$ cat src/rtl/gso_pkg.sv
// Package of constants and types for the gas sensor output-state logic.
package gso_pkg;
  // ************************************************************
  // Timing
  // ************************************************************
  localparam longint CLK_HZ = 25000000;
  localparam int WARMUP_S = 45;
  localparam longint WARMUP_CYC = WARMUP_S * CLK_HZ;
  localparam int CYCLE_MHZ = 3300;
  localparam longint MEAS_CYC = (CLK_HZ * 1000) / CYCLE_MHZ;
  localparam int SETTLE_CYCLES = 4;
  localparam int CAL_PULL_MS = 100;
  localparam longint CAL_PULL_CYC = (CAL_PULL_MS * CLK_HZ) / 1000;
  localparam logic [15:0] BAUD_DIV_38400 = 16'h028B;
  localparam logic [15:0] BAUD_DIV_19200 = 16'h0516;
  localparam logic [15:0] BAUD_DIV_9600 = 16'h0A2C;
  localparam logic [15:0] BAUD_DIV_4800 = 16'h1458;
  localparam int UART_DATA_BITS = 8;
  localparam int UART_STOP_BITS = 1;
  // ************************************************************
  // Reading scale: signed, 1 LSB = 0.1 percent of full scale
  // ************************************************************
  localparam logic signed [15:0] READ_FAULT = -16'sd2500;
  localparam logic signed [15:0] READ_FS = 16'sh03E8;
  localparam logic [11:0] DAC_ZERO_V = 12'h000;
  localparam logic [11:0] DAC_WARM_V = 12'h0D0;
  localparam logic [11:0] DAC_FULL = 12'hFFF;
  // ************************************************************
  // Register map
  // ************************************************************
  localparam logic [3:0] REG_CTRL = 4'h0;
  localparam logic [3:0] REG_STAT = 4'h1;
  localparam logic [3:0] REG_IRQ_STAT = 4'h2;
  localparam logic [3:0] REG_IRQ_MASK = 4'h3;
  localparam logic [3:0] REG_READING = 4'h4;
  localparam logic [3:0] REG_ZERO_OFS = 4'h5;
  localparam logic [3:0] REG_SPAN_GAIN = 4'h6;
  localparam int CTRL_BAUD_LSB = 0;
  localparam int CTRL_OVR_LSB = 2;
  localparam int CTRL_FALLING = 4;
  localparam int CTRL_BRIDGE = 5;
  localparam int IRQ_W = 5;
  localparam int EV_WARM_DONE = 0;
  localparam int EV_FAULT = 1;
  localparam int EV_FREEZE = 2;
  localparam int EV_ZERO = 3;
  localparam int EV_SPAN = 4;
  localparam logic [7:0] CTRL_RST = 8'h00;
  localparam logic [15:0] GAIN_ONE = 16'h0100;

  typedef enum logic [1:0] {BAUD_38400, BAUD_19200, BAUD_9600, BAUD_4800} gso_baud_type;
  typedef enum logic [1:0] {OVR_100, OVR_125, OVR_150, OVR_200} gso_ovr_type;
  typedef enum {ST_WARM, ST_RUN, ST_FREEZE, ST_FAULT} gso_state_type;

  typedef struct packed {
    logic mem_bad;
    logic supply_bad;
    logic analog_bad;
  } gso_check_type;

  typedef struct packed {
    logic [3:0] addr;
    logic [15:0] wdata;
    logic wr;
    logic rd;
  } gso_bus_type;
endpackage : gso_pkg

$ cat src/rtl/gso_uart_tx.sv
// Serial transmitter with 8 data bits, 1 stop bit, no parity.
`timescale 1ns/1ps
module gso_uart_tx import gso_pkg::*; (
  input wire logic i_core_clk,
  input wire logic i_rst,
  input wire logic [15:0] i_div,
  input wire logic i_start,
  input wire logic [7:0] i_data,
  output logic o_busy,
  output logic o_txd
);
  logic [15:0] baud_cnt_r;
  logic [3:0] bit_cnt_r;
  logic [9:0] shift_r;
  wire tick = (baud_cnt_r == 16'h0000);

  always_ff @(posedge i_core_clk or posedge i_rst) begin
    if (i_rst) begin
      baud_cnt_r <= 16'h0000;
      bit_cnt_r <= 4'h0;
      shift_r <= 10'h3FF;
      o_busy <= 1'b0;
      o_txd <= 1'b1;
    end else if (!o_busy) begin
      o_txd <= 1'b1;
      if (i_start) begin
        // Start bit low, eight data bits LSB first, one stop bit high.
        shift_r <= {1'b1, i_data, 1'b0};
        bit_cnt_r <= 4'(UART_DATA_BITS + UART_STOP_BITS + 1);
        baud_cnt_r <= 16'h0000;
        o_busy <= 1'b1;
      end
    end else if (tick) begin
      baud_cnt_r <= i_div - 16'h0001;
      if (bit_cnt_r == 4'h0) begin
        o_busy <= 1'b0;
        o_txd <= 1'b1;
      end else begin
        o_txd <= shift_r[0];
        shift_r <= {1'b1, shift_r[9:1]};
        bit_cnt_r <= bit_cnt_r - 4'h1;
      end
    end else begin
      baud_cnt_r <= baud_cnt_r - 16'h0001;
    end
  end
endmodule : gso_uart_tx

$ cat src/rtl/gso_top.sv
// Output-state logic of the gas sensor: warm-up, clamp, fault, freeze, calibration.
// Behaviour
// - Serial frames carry eight data bits, one stop bit, no parity.
// - Baud rate selectable among 38400, 19200, 9600 and 4800.
// - Analog output held at start-up level for 45 s warm-up, then live.
// - Start-up level is zero-gas for bridge, 0.2 V for voltage variants.
// - Serial reading forced to minus 250 percent during warm-up.
// - Warm-up level and duration are parameters, not hard-wired.
// - Reading clamped at selected 100, 125, 150 or 200 percent over-range.
// - Memory, supply and analog checks run continuously, raising a fault.
// - Analog output is zero volts while a fault is present.
// - Serial reading is minus 250 percent while a fault is present.
// - Holding the serial receive pin low starts zero or span calibration.
// - Measurement cycle alternates source on and off at 3.3 Hz.
// - Transients freeze output at last value until settled.
// - A setting selects rising or falling analog output with gas level; the serial reading always rises.
//
// Design decisions made here: the address map and the address-and-strobe port.
`timescale 1ns/1ps
module gso_top import gso_pkg::*; #(
  parameter longint WARMUP_CYCLES = WARMUP_CYC,
  parameter logic [11:0] WARMUP_LEVEL = DAC_WARM_V,
  parameter longint MEAS_CYCLES = MEAS_CYC,
  parameter longint CAL_CYCLES = CAL_PULL_CYC
) (
  input wire logic i_core_clk,
  input wire logic i_rst,
  input wire logic [3:0] i_addr,
  input wire logic [15:0] i_wdata,
  input wire logic i_wr,
  input wire logic i_rd,
  input wire logic signed [15:0] i_gas_raw,
  input wire logic i_gas_valid,
  input wire gso_check_type i_check,
  input wire logic i_transient,
  input wire logic i_rxd,
  output logic [15:0] o_rdata,
  output logic o_irq,
  output logic o_txd,
  output logic [11:0] o_dac,
  output logic o_source_on
);
  // Counters are 40 and 32 bits wide; larger counts would wrap without notice.
  if (WARMUP_CYCLES < 1 || MEAS_CYCLES < 2 || CAL_CYCLES < 1 ||
      WARMUP_CYCLES > 40'hFFFFFFFFFF || MEAS_CYCLES > 32'hFFFFFFFF ||
      CAL_CYCLES >= 32'hFFFFFFFF) begin : g_bad_counts
    $error("gso_top: counts out of range");
  end

  // ************************************************************
  // Registers and state
  // ************************************************************
  logic [7:0] ctrl_r;
  logic [IRQ_W-1:0] irq_stat_r;
  logic [IRQ_W-1:0] irq_mask_r;
  logic signed [15:0] zero_ofs_r;
  logic [15:0] span_gain_r;
  logic zero_done_r;
  gso_state_type state_r;
  gso_state_type state_nxt;
  logic [39:0] warm_cnt_r;
  logic [31:0] meas_cnt_r;
  logic [31:0] cal_cnt_r;
  logic [2:0] settle_r;
  logic signed [15:0] reading_r;
  logic [15:0] bus_rdata_nxt;
  logic tx_busy;
  logic tx_start_r;
  logic tx_hi_r;

  // ************************************************************
  // Decoding
  // ************************************************************
  function automatic logic signed [15:0] ovr_limit(input logic [1:0] sel);
    unique case (sel)
      2'd0: ovr_limit = READ_FS;
      2'd1: ovr_limit = 16'sd1250;
      2'd2: ovr_limit = 16'sd1500;
      2'd3: ovr_limit = 16'sd2000;
    endcase
  endfunction : ovr_limit

  wire [1:0] baud_sel = ctrl_r[CTRL_BAUD_LSB +: 2];
  wire [15:0] baud_div = (baud_sel == 2'd0) ? BAUD_DIV_38400 :
                         (baud_sel == 2'd1) ? BAUD_DIV_19200 :
                         (baud_sel == 2'd2) ? BAUD_DIV_9600 : BAUD_DIV_4800;
  wire fault = i_check.mem_bad | i_check.supply_bad | i_check.analog_bad;
  wire warm_done = (warm_cnt_r >= 40'(WARMUP_CYCLES));
  wire signed [31:0] corr_w = (32'(i_gas_raw) - 32'(zero_ofs_r)) * $signed({16'h0, span_gain_r});
  wire signed [15:0] corr = 16'(corr_w >>> 8);
  wire signed [15:0] limit = ovr_limit(ctrl_r[CTRL_OVR_LSB +: 2]);
  wire signed [15:0] clamped = (corr > limit) ? limit : corr;
  wire [11:0] dac_lin = (clamped <= 16'sd0) ? 12'h000 :
                        (clamped >= READ_FS) ? DAC_FULL : 12'((32'(clamped) * 4095) / 1000);
  wire [11:0] dac_live = ctrl_r[CTRL_FALLING] ? (DAC_FULL - dac_lin) : dac_lin;
  wire [11:0] warm_lvl = ctrl_r[CTRL_BRIDGE] ? (ctrl_r[CTRL_FALLING] ? DAC_FULL : DAC_ZERO_V)
                                             : WARMUP_LEVEL;
  wire cal_pull = ~i_rxd;
  wire cal_fire = cal_pull && (cal_cnt_r == 32'(CAL_CYCLES));
  wire cal_take = cal_fire && !fault && (state_r == ST_RUN);
  wire meas_end = (meas_cnt_r == 32'(MEAS_CYCLES - 1));
  wire wr_hit_stat = i_wr && (i_addr == REG_IRQ_STAT);
  wire [IRQ_W-1:0] irq_clr = wr_hit_stat ? i_wdata[IRQ_W-1:0] : '0;
  wire [IRQ_W-1:0] ev;
  assign ev[EV_WARM_DONE] = (state_r == ST_WARM) && (state_nxt == ST_RUN);
  assign ev[EV_FAULT] = fault && (state_r != ST_FAULT);
  assign ev[EV_FREEZE] = i_transient && (state_r == ST_RUN);
  assign ev[EV_ZERO] = cal_take && !zero_done_r;
  assign ev[EV_SPAN] = cal_take && zero_done_r;
  // A new event in the clearing cycle keeps its bit set.
  wire [IRQ_W-1:0] irq_stat_nxt = (irq_stat_r & ~irq_clr) | ev;
  wire [IRQ_W-1:0] irq_mask_nxt = (i_wr && i_addr == REG_IRQ_MASK) ? i_wdata[IRQ_W-1:0]
                                                                    : irq_mask_r;
  // Low byte first, so the host rebuilds the word in arrival order.
  wire [7:0] tx_byte = tx_hi_r ? reading_r[7:0] : reading_r[15:8];

  // ************************************************************
  // Output state machine
  // ************************************************************
  always_comb begin
    state_nxt = state_r;
    if (fault) begin
      state_nxt = ST_FAULT;
    end else begin
      unique case (state_r)
        ST_WARM: if (warm_done) state_nxt = ST_RUN;
        ST_RUN: if (i_transient) state_nxt = ST_FREEZE;
        ST_FREEZE: if (!i_transient && settle_r == 3'(SETTLE_CYCLES)) state_nxt = ST_RUN;
        ST_FAULT: state_nxt = warm_done ? ST_RUN : ST_WARM;
      endcase
    end
  end

  always_ff @(posedge i_core_clk or posedge i_rst) begin
    if (i_rst) begin
      state_r <= ST_WARM;
      warm_cnt_r <= 40'h0;
      settle_r <= 3'h0;
    end else begin
      state_r <= state_nxt;
      if (!warm_done) warm_cnt_r <= warm_cnt_r + 40'h1;
      // Settling waits a few quiet cycles so one glitch-free sample does not release it.
      settle_r <= i_transient ? 3'h0 : (settle_r == 3'(SETTLE_CYCLES) ? settle_r : settle_r + 3'h1);
    end
  end

  // ************************************************************
  // Reading and analog output
  // ************************************************************
  always_ff @(posedge i_core_clk or posedge i_rst) begin
    if (i_rst) begin
      reading_r <= READ_FAULT;
      o_dac <= 12'h000;
    end else begin
      unique case (state_nxt)
        ST_FAULT: begin
          reading_r <= READ_FAULT;
          o_dac <= DAC_ZERO_V;
        end
        ST_WARM: begin
          reading_r <= READ_FAULT;
          o_dac <= warm_lvl;
        end
        ST_FREEZE: begin
          reading_r <= reading_r;
          o_dac <= o_dac;
        end
        ST_RUN: if (i_gas_valid) begin
          reading_r <= clamped;
          o_dac <= dac_live;
        end
      endcase
    end
  end

  // ************************************************************
  // Measurement cycle and manual calibration
  // ************************************************************
  always_ff @(posedge i_core_clk or posedge i_rst) begin
    if (i_rst) begin
      meas_cnt_r <= 32'h0;
      o_source_on <= 1'b1;
      cal_cnt_r <= 32'h0;
      zero_ofs_r <= 16'sh0000;
      span_gain_r <= GAIN_ONE;
      zero_done_r <= 1'b0;
    end else begin
      meas_cnt_r <= meas_end ? 32'h0 : meas_cnt_r + 32'h1;
      // Source is on for the first half of each 3.3 Hz period.
      o_source_on <= (meas_cnt_r < 32'(MEAS_CYCLES / 2)) ^ meas_end;
      // The pull counter saturates so one long press fires once.
      if (!cal_pull) cal_cnt_r <= 32'h0;
      else if (cal_cnt_r <= 32'(CAL_CYCLES)) cal_cnt_r <= cal_cnt_r + 32'h1;
      if (cal_take) begin
        if (!zero_done_r) begin
          zero_ofs_r <= i_gas_raw;
          zero_done_r <= 1'b1;
        end else if (corr > 16'sd0) begin
          span_gain_r <= 16'((32'(READ_FS) * 32'(span_gain_r)) / 32'(corr));
          zero_done_r <= 1'b0;
        end
      end
      if (i_wr && i_addr == REG_ZERO_OFS) zero_ofs_r <= i_wdata;
      if (i_wr && i_addr == REG_SPAN_GAIN) span_gain_r <= i_wdata;
    end
  end

  // ************************************************************
  // Register port and interrupt
  // ************************************************************
  always_comb begin
    unique case (i_addr)
      REG_CTRL: bus_rdata_nxt = {8'h00, ctrl_r};
      REG_STAT: bus_rdata_nxt = {11'h000, zero_done_r, i_transient, fault, warm_done,
                                 state_r == ST_FREEZE};
      REG_IRQ_STAT: bus_rdata_nxt = {11'h000, irq_stat_r};
      REG_IRQ_MASK: bus_rdata_nxt = {11'h000, irq_mask_r};
      REG_READING: bus_rdata_nxt = reading_r;
      REG_ZERO_OFS: bus_rdata_nxt = zero_ofs_r;
      REG_SPAN_GAIN: bus_rdata_nxt = span_gain_r;
      default: bus_rdata_nxt = 16'h0000;
    endcase
  end

  always_ff @(posedge i_core_clk or posedge i_rst) begin
    if (i_rst) begin
      ctrl_r <= CTRL_RST;
      irq_stat_r <= '0;
      irq_mask_r <= '0;
      o_rdata <= 16'h0000;
      o_irq <= 1'b0;
    end else begin
      if (i_wr && i_addr == REG_CTRL) ctrl_r <= i_wdata[7:0];
      irq_mask_r <= irq_mask_nxt;
      irq_stat_r <= irq_stat_nxt;
      // Built from next values so the pin follows a mask or clear write on the same edge.
      o_irq <= |(irq_stat_nxt & irq_mask_nxt);
      o_rdata <= i_rd ? bus_rdata_nxt : 16'h0000;
    end
  end

  // ************************************************************
  // Serial reading transmitter: one reading per measurement cycle
  // ************************************************************
  always_ff @(posedge i_core_clk or posedge i_rst) begin
    if (i_rst) begin
      tx_start_r <= 1'b0;
      tx_hi_r <= 1'b0;
    end else begin
      tx_start_r <= 1'b0;
      if (meas_end && !tx_busy) begin
        tx_start_r <= 1'b1;
        tx_hi_r <= 1'b1;
      end else if (tx_hi_r && !tx_busy && !tx_start_r) begin
        tx_start_r <= 1'b1;
        tx_hi_r <= 1'b0;
      end
    end
  end

  gso_uart_tx u_tx (
    .i_core_clk(i_core_clk),
    .i_rst(i_rst),
    .i_div(baud_div),
    .i_start(tx_start_r),
    .i_data(tx_byte),
    .o_busy(tx_busy),
    .o_txd(o_txd)
  );
endmodule : gso_top

$ cat config.mk
export PLATFORM = sky130hd
export DESIGN_NAME = gso_top
export DESIGN_NICKNAME = d
export VERILOG_FILES = /design/src/rtl/gso_pkg.sv /design/src/rtl/gso_uart_tx.sv /design/src/rtl/gso_top.sv
export SDC_FILE = /design/constraint.sdc
export NUM_CORES = 2
export LEC_CHECK = 0
export ABC_CLOCK_PERIOD_IN_PS = 154400
export BUFFER_PORTS_ARGS = -buffer_cell sky130_fd_sc_hd__buf_2
export CORE_MARGIN = 2
export CORE_UTILIZATION = 57
export DETAILED_ROUTE_END_ITERATION = 8
export MAX_ROUTING_LAYER = met4
export PLACE_DENSITY_LB_ADDON = 0.12
export SLEW_MARGIN = 25
export SYNTH_ARGS = -nofsm -noshare
export SYNTH_HDL_FRONTEND = slang
export SYNTH_SLANG_ARGS = --single-unit
$ cat constraint.sdc
create_clock -name i_core_clk -period 154.4 [get_ports i_core_clk]
set_input_delay 15.44 -clock i_core_clk [delete_from_list [all_inputs] [get_ports i_core_clk]]
set_output_delay 15.44 -clock i_core_clk [all_outputs]
set_load 0.03 [all_outputs]
==> out/metrics.yaml <==
routing:
  totalWireLength_um: 160500
  drt_iter0_drc: 4125
  drc: 0
  top_layer: "met4"
  met1_length_um: 73650
  wl_per_cell_um: 19.08
  met3_length_um: 11200
  vias_per_cell: 6.175
  wl_met2_um: 71250
  first_pass_iters: 6
  ant_nets: 0
  vias: 51949
cts:
  clock-sinks: 269
  post_cts_resized: 0
  clkLatencyLatePin_ns: 0.61
  ctsHoldBuffers: 0
  cts_buffers: 27
  clockBufferDepth: 3
  cts_tree: "yes"
  clk_pin_slew_worst_paths_ns: 0.07
  h-tree-depth: 1
  root_buffer: "clkbuf_16"
  postCtsSetupBuffers: 0
final_layout:
  nNetsFinal: 8280
  n_fill_cell: 8905
  final_common_cell: "ha_1"
  final_core_util: 0.6075
  area_delta_synth_final_pct: 5.345
  layout-drive-gt1-share: 0.08864
  layout_common_cells: "ha_1, inv_1, nor2_1"
  finalNonFillerCells: 8413
  design_area_sq_mm: 0.05997
run_status:
  outcome: "finished, final reports clean"
synthesis:
  syn_inst: 7124
  ys_ff_latch: 269
  syn-cell-area_sq_mm: 0.05693
  avgSynthCellArea_sq_um: 7.991
  synth-edff-count: 0
  synthArstFlopShare: 1.000
  synth_top_flop_cell: "dfrtp_1"
  seq_area_frac_synth: 0.1187
  synth_cell_types: 136
  synth_warnings: 0
critical_path:
  worstPathMaxFanout: 55
  reg2reg_from: "zero_ofs_r[1]$_DFFE_PP0P_"
  reg2reg_to: "span_gain_r[0]$_DFFE_PP0P_"
  arrival_ns: 140.71
  crit_path_frequent_cell: "o21a_1"
  required_ns: 154.86
  cp_slowest_stage_delay_ns: 0.80
  crit_type: "primary input to register"
  startpoint_type: "primary input"
  reg2reg_depth: 620
  endpoint_kind: "register"
  r2r_slack_ns: 28.60
  slowest_stage: "xor3_4"
  cp-endpoint: "span_gain_r[0]$_DFFE_PP0P_"
  startpoint: "i_gas_raw[1]"
die:
  coreArea_sq_mm: 0.09871
  row_count: 115
  die_x_um: 320.0
  io_pins: 77
  initial_utilization: 0.5767
  dieArea_sq_mm: 0.1024
  die_h_um: 320.0
global_route:
  grt_pass1_wl_um: 259900
  grt_max_degree: 135
  antenna_found_initial: 7
  grt_overflow_total: 0
  track_usage: 0.3188
  grt_pass1_vias: 49468
place:
  port_buffers: 76
  dp_hpwl_um: 124900
  place_inst: 8357
  postPlaceCellArea_sq_mm: 0.05894
  routabilityCongestion: 0.9537
timing:
  period_share: 0.9084
  slew_headroom: 0.2819
  tns_ns: 0
  maxSlewViolCount: 0
  period_minus_slack_ns: 140.26
  rsz0062_at_grt: "false"
  setup-violations-final: 0
  hold_viol: 0
  clock_skew_ns: 0.04036
  tightestPinTransition_ns: 1.077
  clock.fmax_mhz: 7.130
hold_path:
  hold_class: "register to register"
run:
  drv_cap: 0
kinds of logic after synthesis:
| kind of cell | Yosys count | synth area share |
|---|---|---|
| fa+ha+maj | 1136 | 0.2975 |
| flops | 269 | 0.1187 |
| compound gates | 1834 | 0.2190 |
| other cells | 1 | 0.00006588 |
| simple gates | 2488 | 0.2116 |
| buf+inv | 839 | 0.05743 |
| xor+xnor | 345 | 0.05479 |
| mux | 212 | 0.04095 |
cell usage after synthesis (11+ instances only):
cell type | number | share of area
ha_1 | 771 | 0.17
inv_1 | 613 | 0.040
nor2_1 | 608 | 0.040
nand2_1 | 563 | 0.037
nor3_1 | 470 | 0.041
o21a_1 | 449 | 0.059
a21oi_1 | 433 | 0.038
fa_1 | 363 | 0.13
o21ai_0 | 277 | 0.024
dfrtp_1 | 247 | 0.11
xnor2_1 | 217 | 0.033
clkbuf_1 | 181 | 0.012
o31ai_1 | 161 | 0.021
mux2_2 | 143 | 0.028
and2_1 | 134 | 0.015
or2_2 | 122 | 0.013
nand3_1 | 121 | 0.011
xor2_1 | 120 | 0.018
nand4_1 | 112 | 0.012
a21o_1 | 92 | 0.012
nor2b_1 | 81 | 0.0089
nand2b_1 | 67 | 0.0074
mux2i_1 | 65 | 0.011
nor4_1 | 51 | 0.0056
a31oi_1 | 45 | 0.0049
and3_1 | 45 | 0.0049
or3_1 | 38 | 0.0042
o21bai_1 | 37 | 0.0049
a211oi_1 | 34 | 0.0045
o211ai_1 | 28 | 0.0037
o21ai_1 | 24 | 0.0021
dfstp_2 | 22 | 0.010
o22ai_1 | 14 | 0.0015
a221oi_1 | 13 | 0.0020
buf_1 | 13 | 0.00086
o41ai_1 | 13 | 0.0020
a22o_1 | 12 | 0.0018
a32oi_1 | 12 | 0.0018
a22oi_1 | 11 | 0.0015
a31o_2 | 11 | 0.0017
state kept, by name, summed over array words and instances (netlist names), 16 cells and up:
register and flops:
cal_cnt_r 32, meas_cnt_r 32, o_rdata 16, reading_r 16, span_gain_r 16, state_r 32
u_tx.baud_cnt_r 16, warm_cnt_r 40, zero_ofs_r 16
layer usage:
layer / up-vias / GRT usage
met4: 0 / 0.07971
met3: 264 / 0.04578
li1: 25373 / -
met1: 24792 / 0.4384
met5: - / -
met2: 1520 / 0.4940
worst max-delay path: cells and delay by family:
kind / cells / cell delay, ns
compound gates: 470 / 91.72
fa+ha+maj: 38 / 12.35
simple gates: 71 / 11.28
buf+inv: 28 / 5.45
mux: 11 / 3.02
xor+xnor: 2 / 1.14
worst min-delay path by stage:
stage / start / endpoint / depth (start not counted)
final: warm_cnt_r[38]$_DFFE_PP0N_ / warm_cnt_r[38]$_DFFE_PP0N_ / 0
after detailed placement: warm_cnt_r[33]$_DFFE_PP0N_ / warm_cnt_r[33]$_DFFE_PP0N_ / 0
after CTS: warm_cnt_r[36]$_DFFE_PP0N_ / warm_cnt_r[36]$_DFFE_PP0N_ / 0
after floorplan: warm_cnt_r[31]$_DFFE_PP0N_ / warm_cnt_r[31]$_DFFE_PP0N_ / 1
after global placement: warm_cnt_r[38]$_DFFE_PP0N_ / warm_cnt_r[38]$_DFFE_PP0N_ / 0
after global routing: warm_cnt_r[39]$_DFFE_PP0N_ / warm_cnt_r[39]$_DFFE_PP0N_ / 0
per-stage QoR:
step,worst slack [ns],hold WS [ns]
after floorplan,20.50,0.4294
after global placement,18.94,0.3674
after detailed placement,15.35,0.3672
after CTS,15.43,0.3827
after global routing,4.825,0.3876
final,14.14,0.3766
final cells by class:
type / instances / area, sq um / area share
multi-input combinational: 6021 / 47230 / 0.7875
sequential: 269 / 6761 / 0.1127
inverter: 617 / 2323 / 0.03874
tap: 1287 / 1610 / 0.02685
timing repair buffer: 164 / 1077 / 0.01796
clock buffer: 33 / 738.2 / 0.01231
clock inverter: 15 / 215.2 / 0.003589
antenna: 7 / 17.52 / 0.0002921
Power is left out: the tool's default activity adds up to more than one toggle a clock period on the data nets, which glitch-free logic cannot reach.
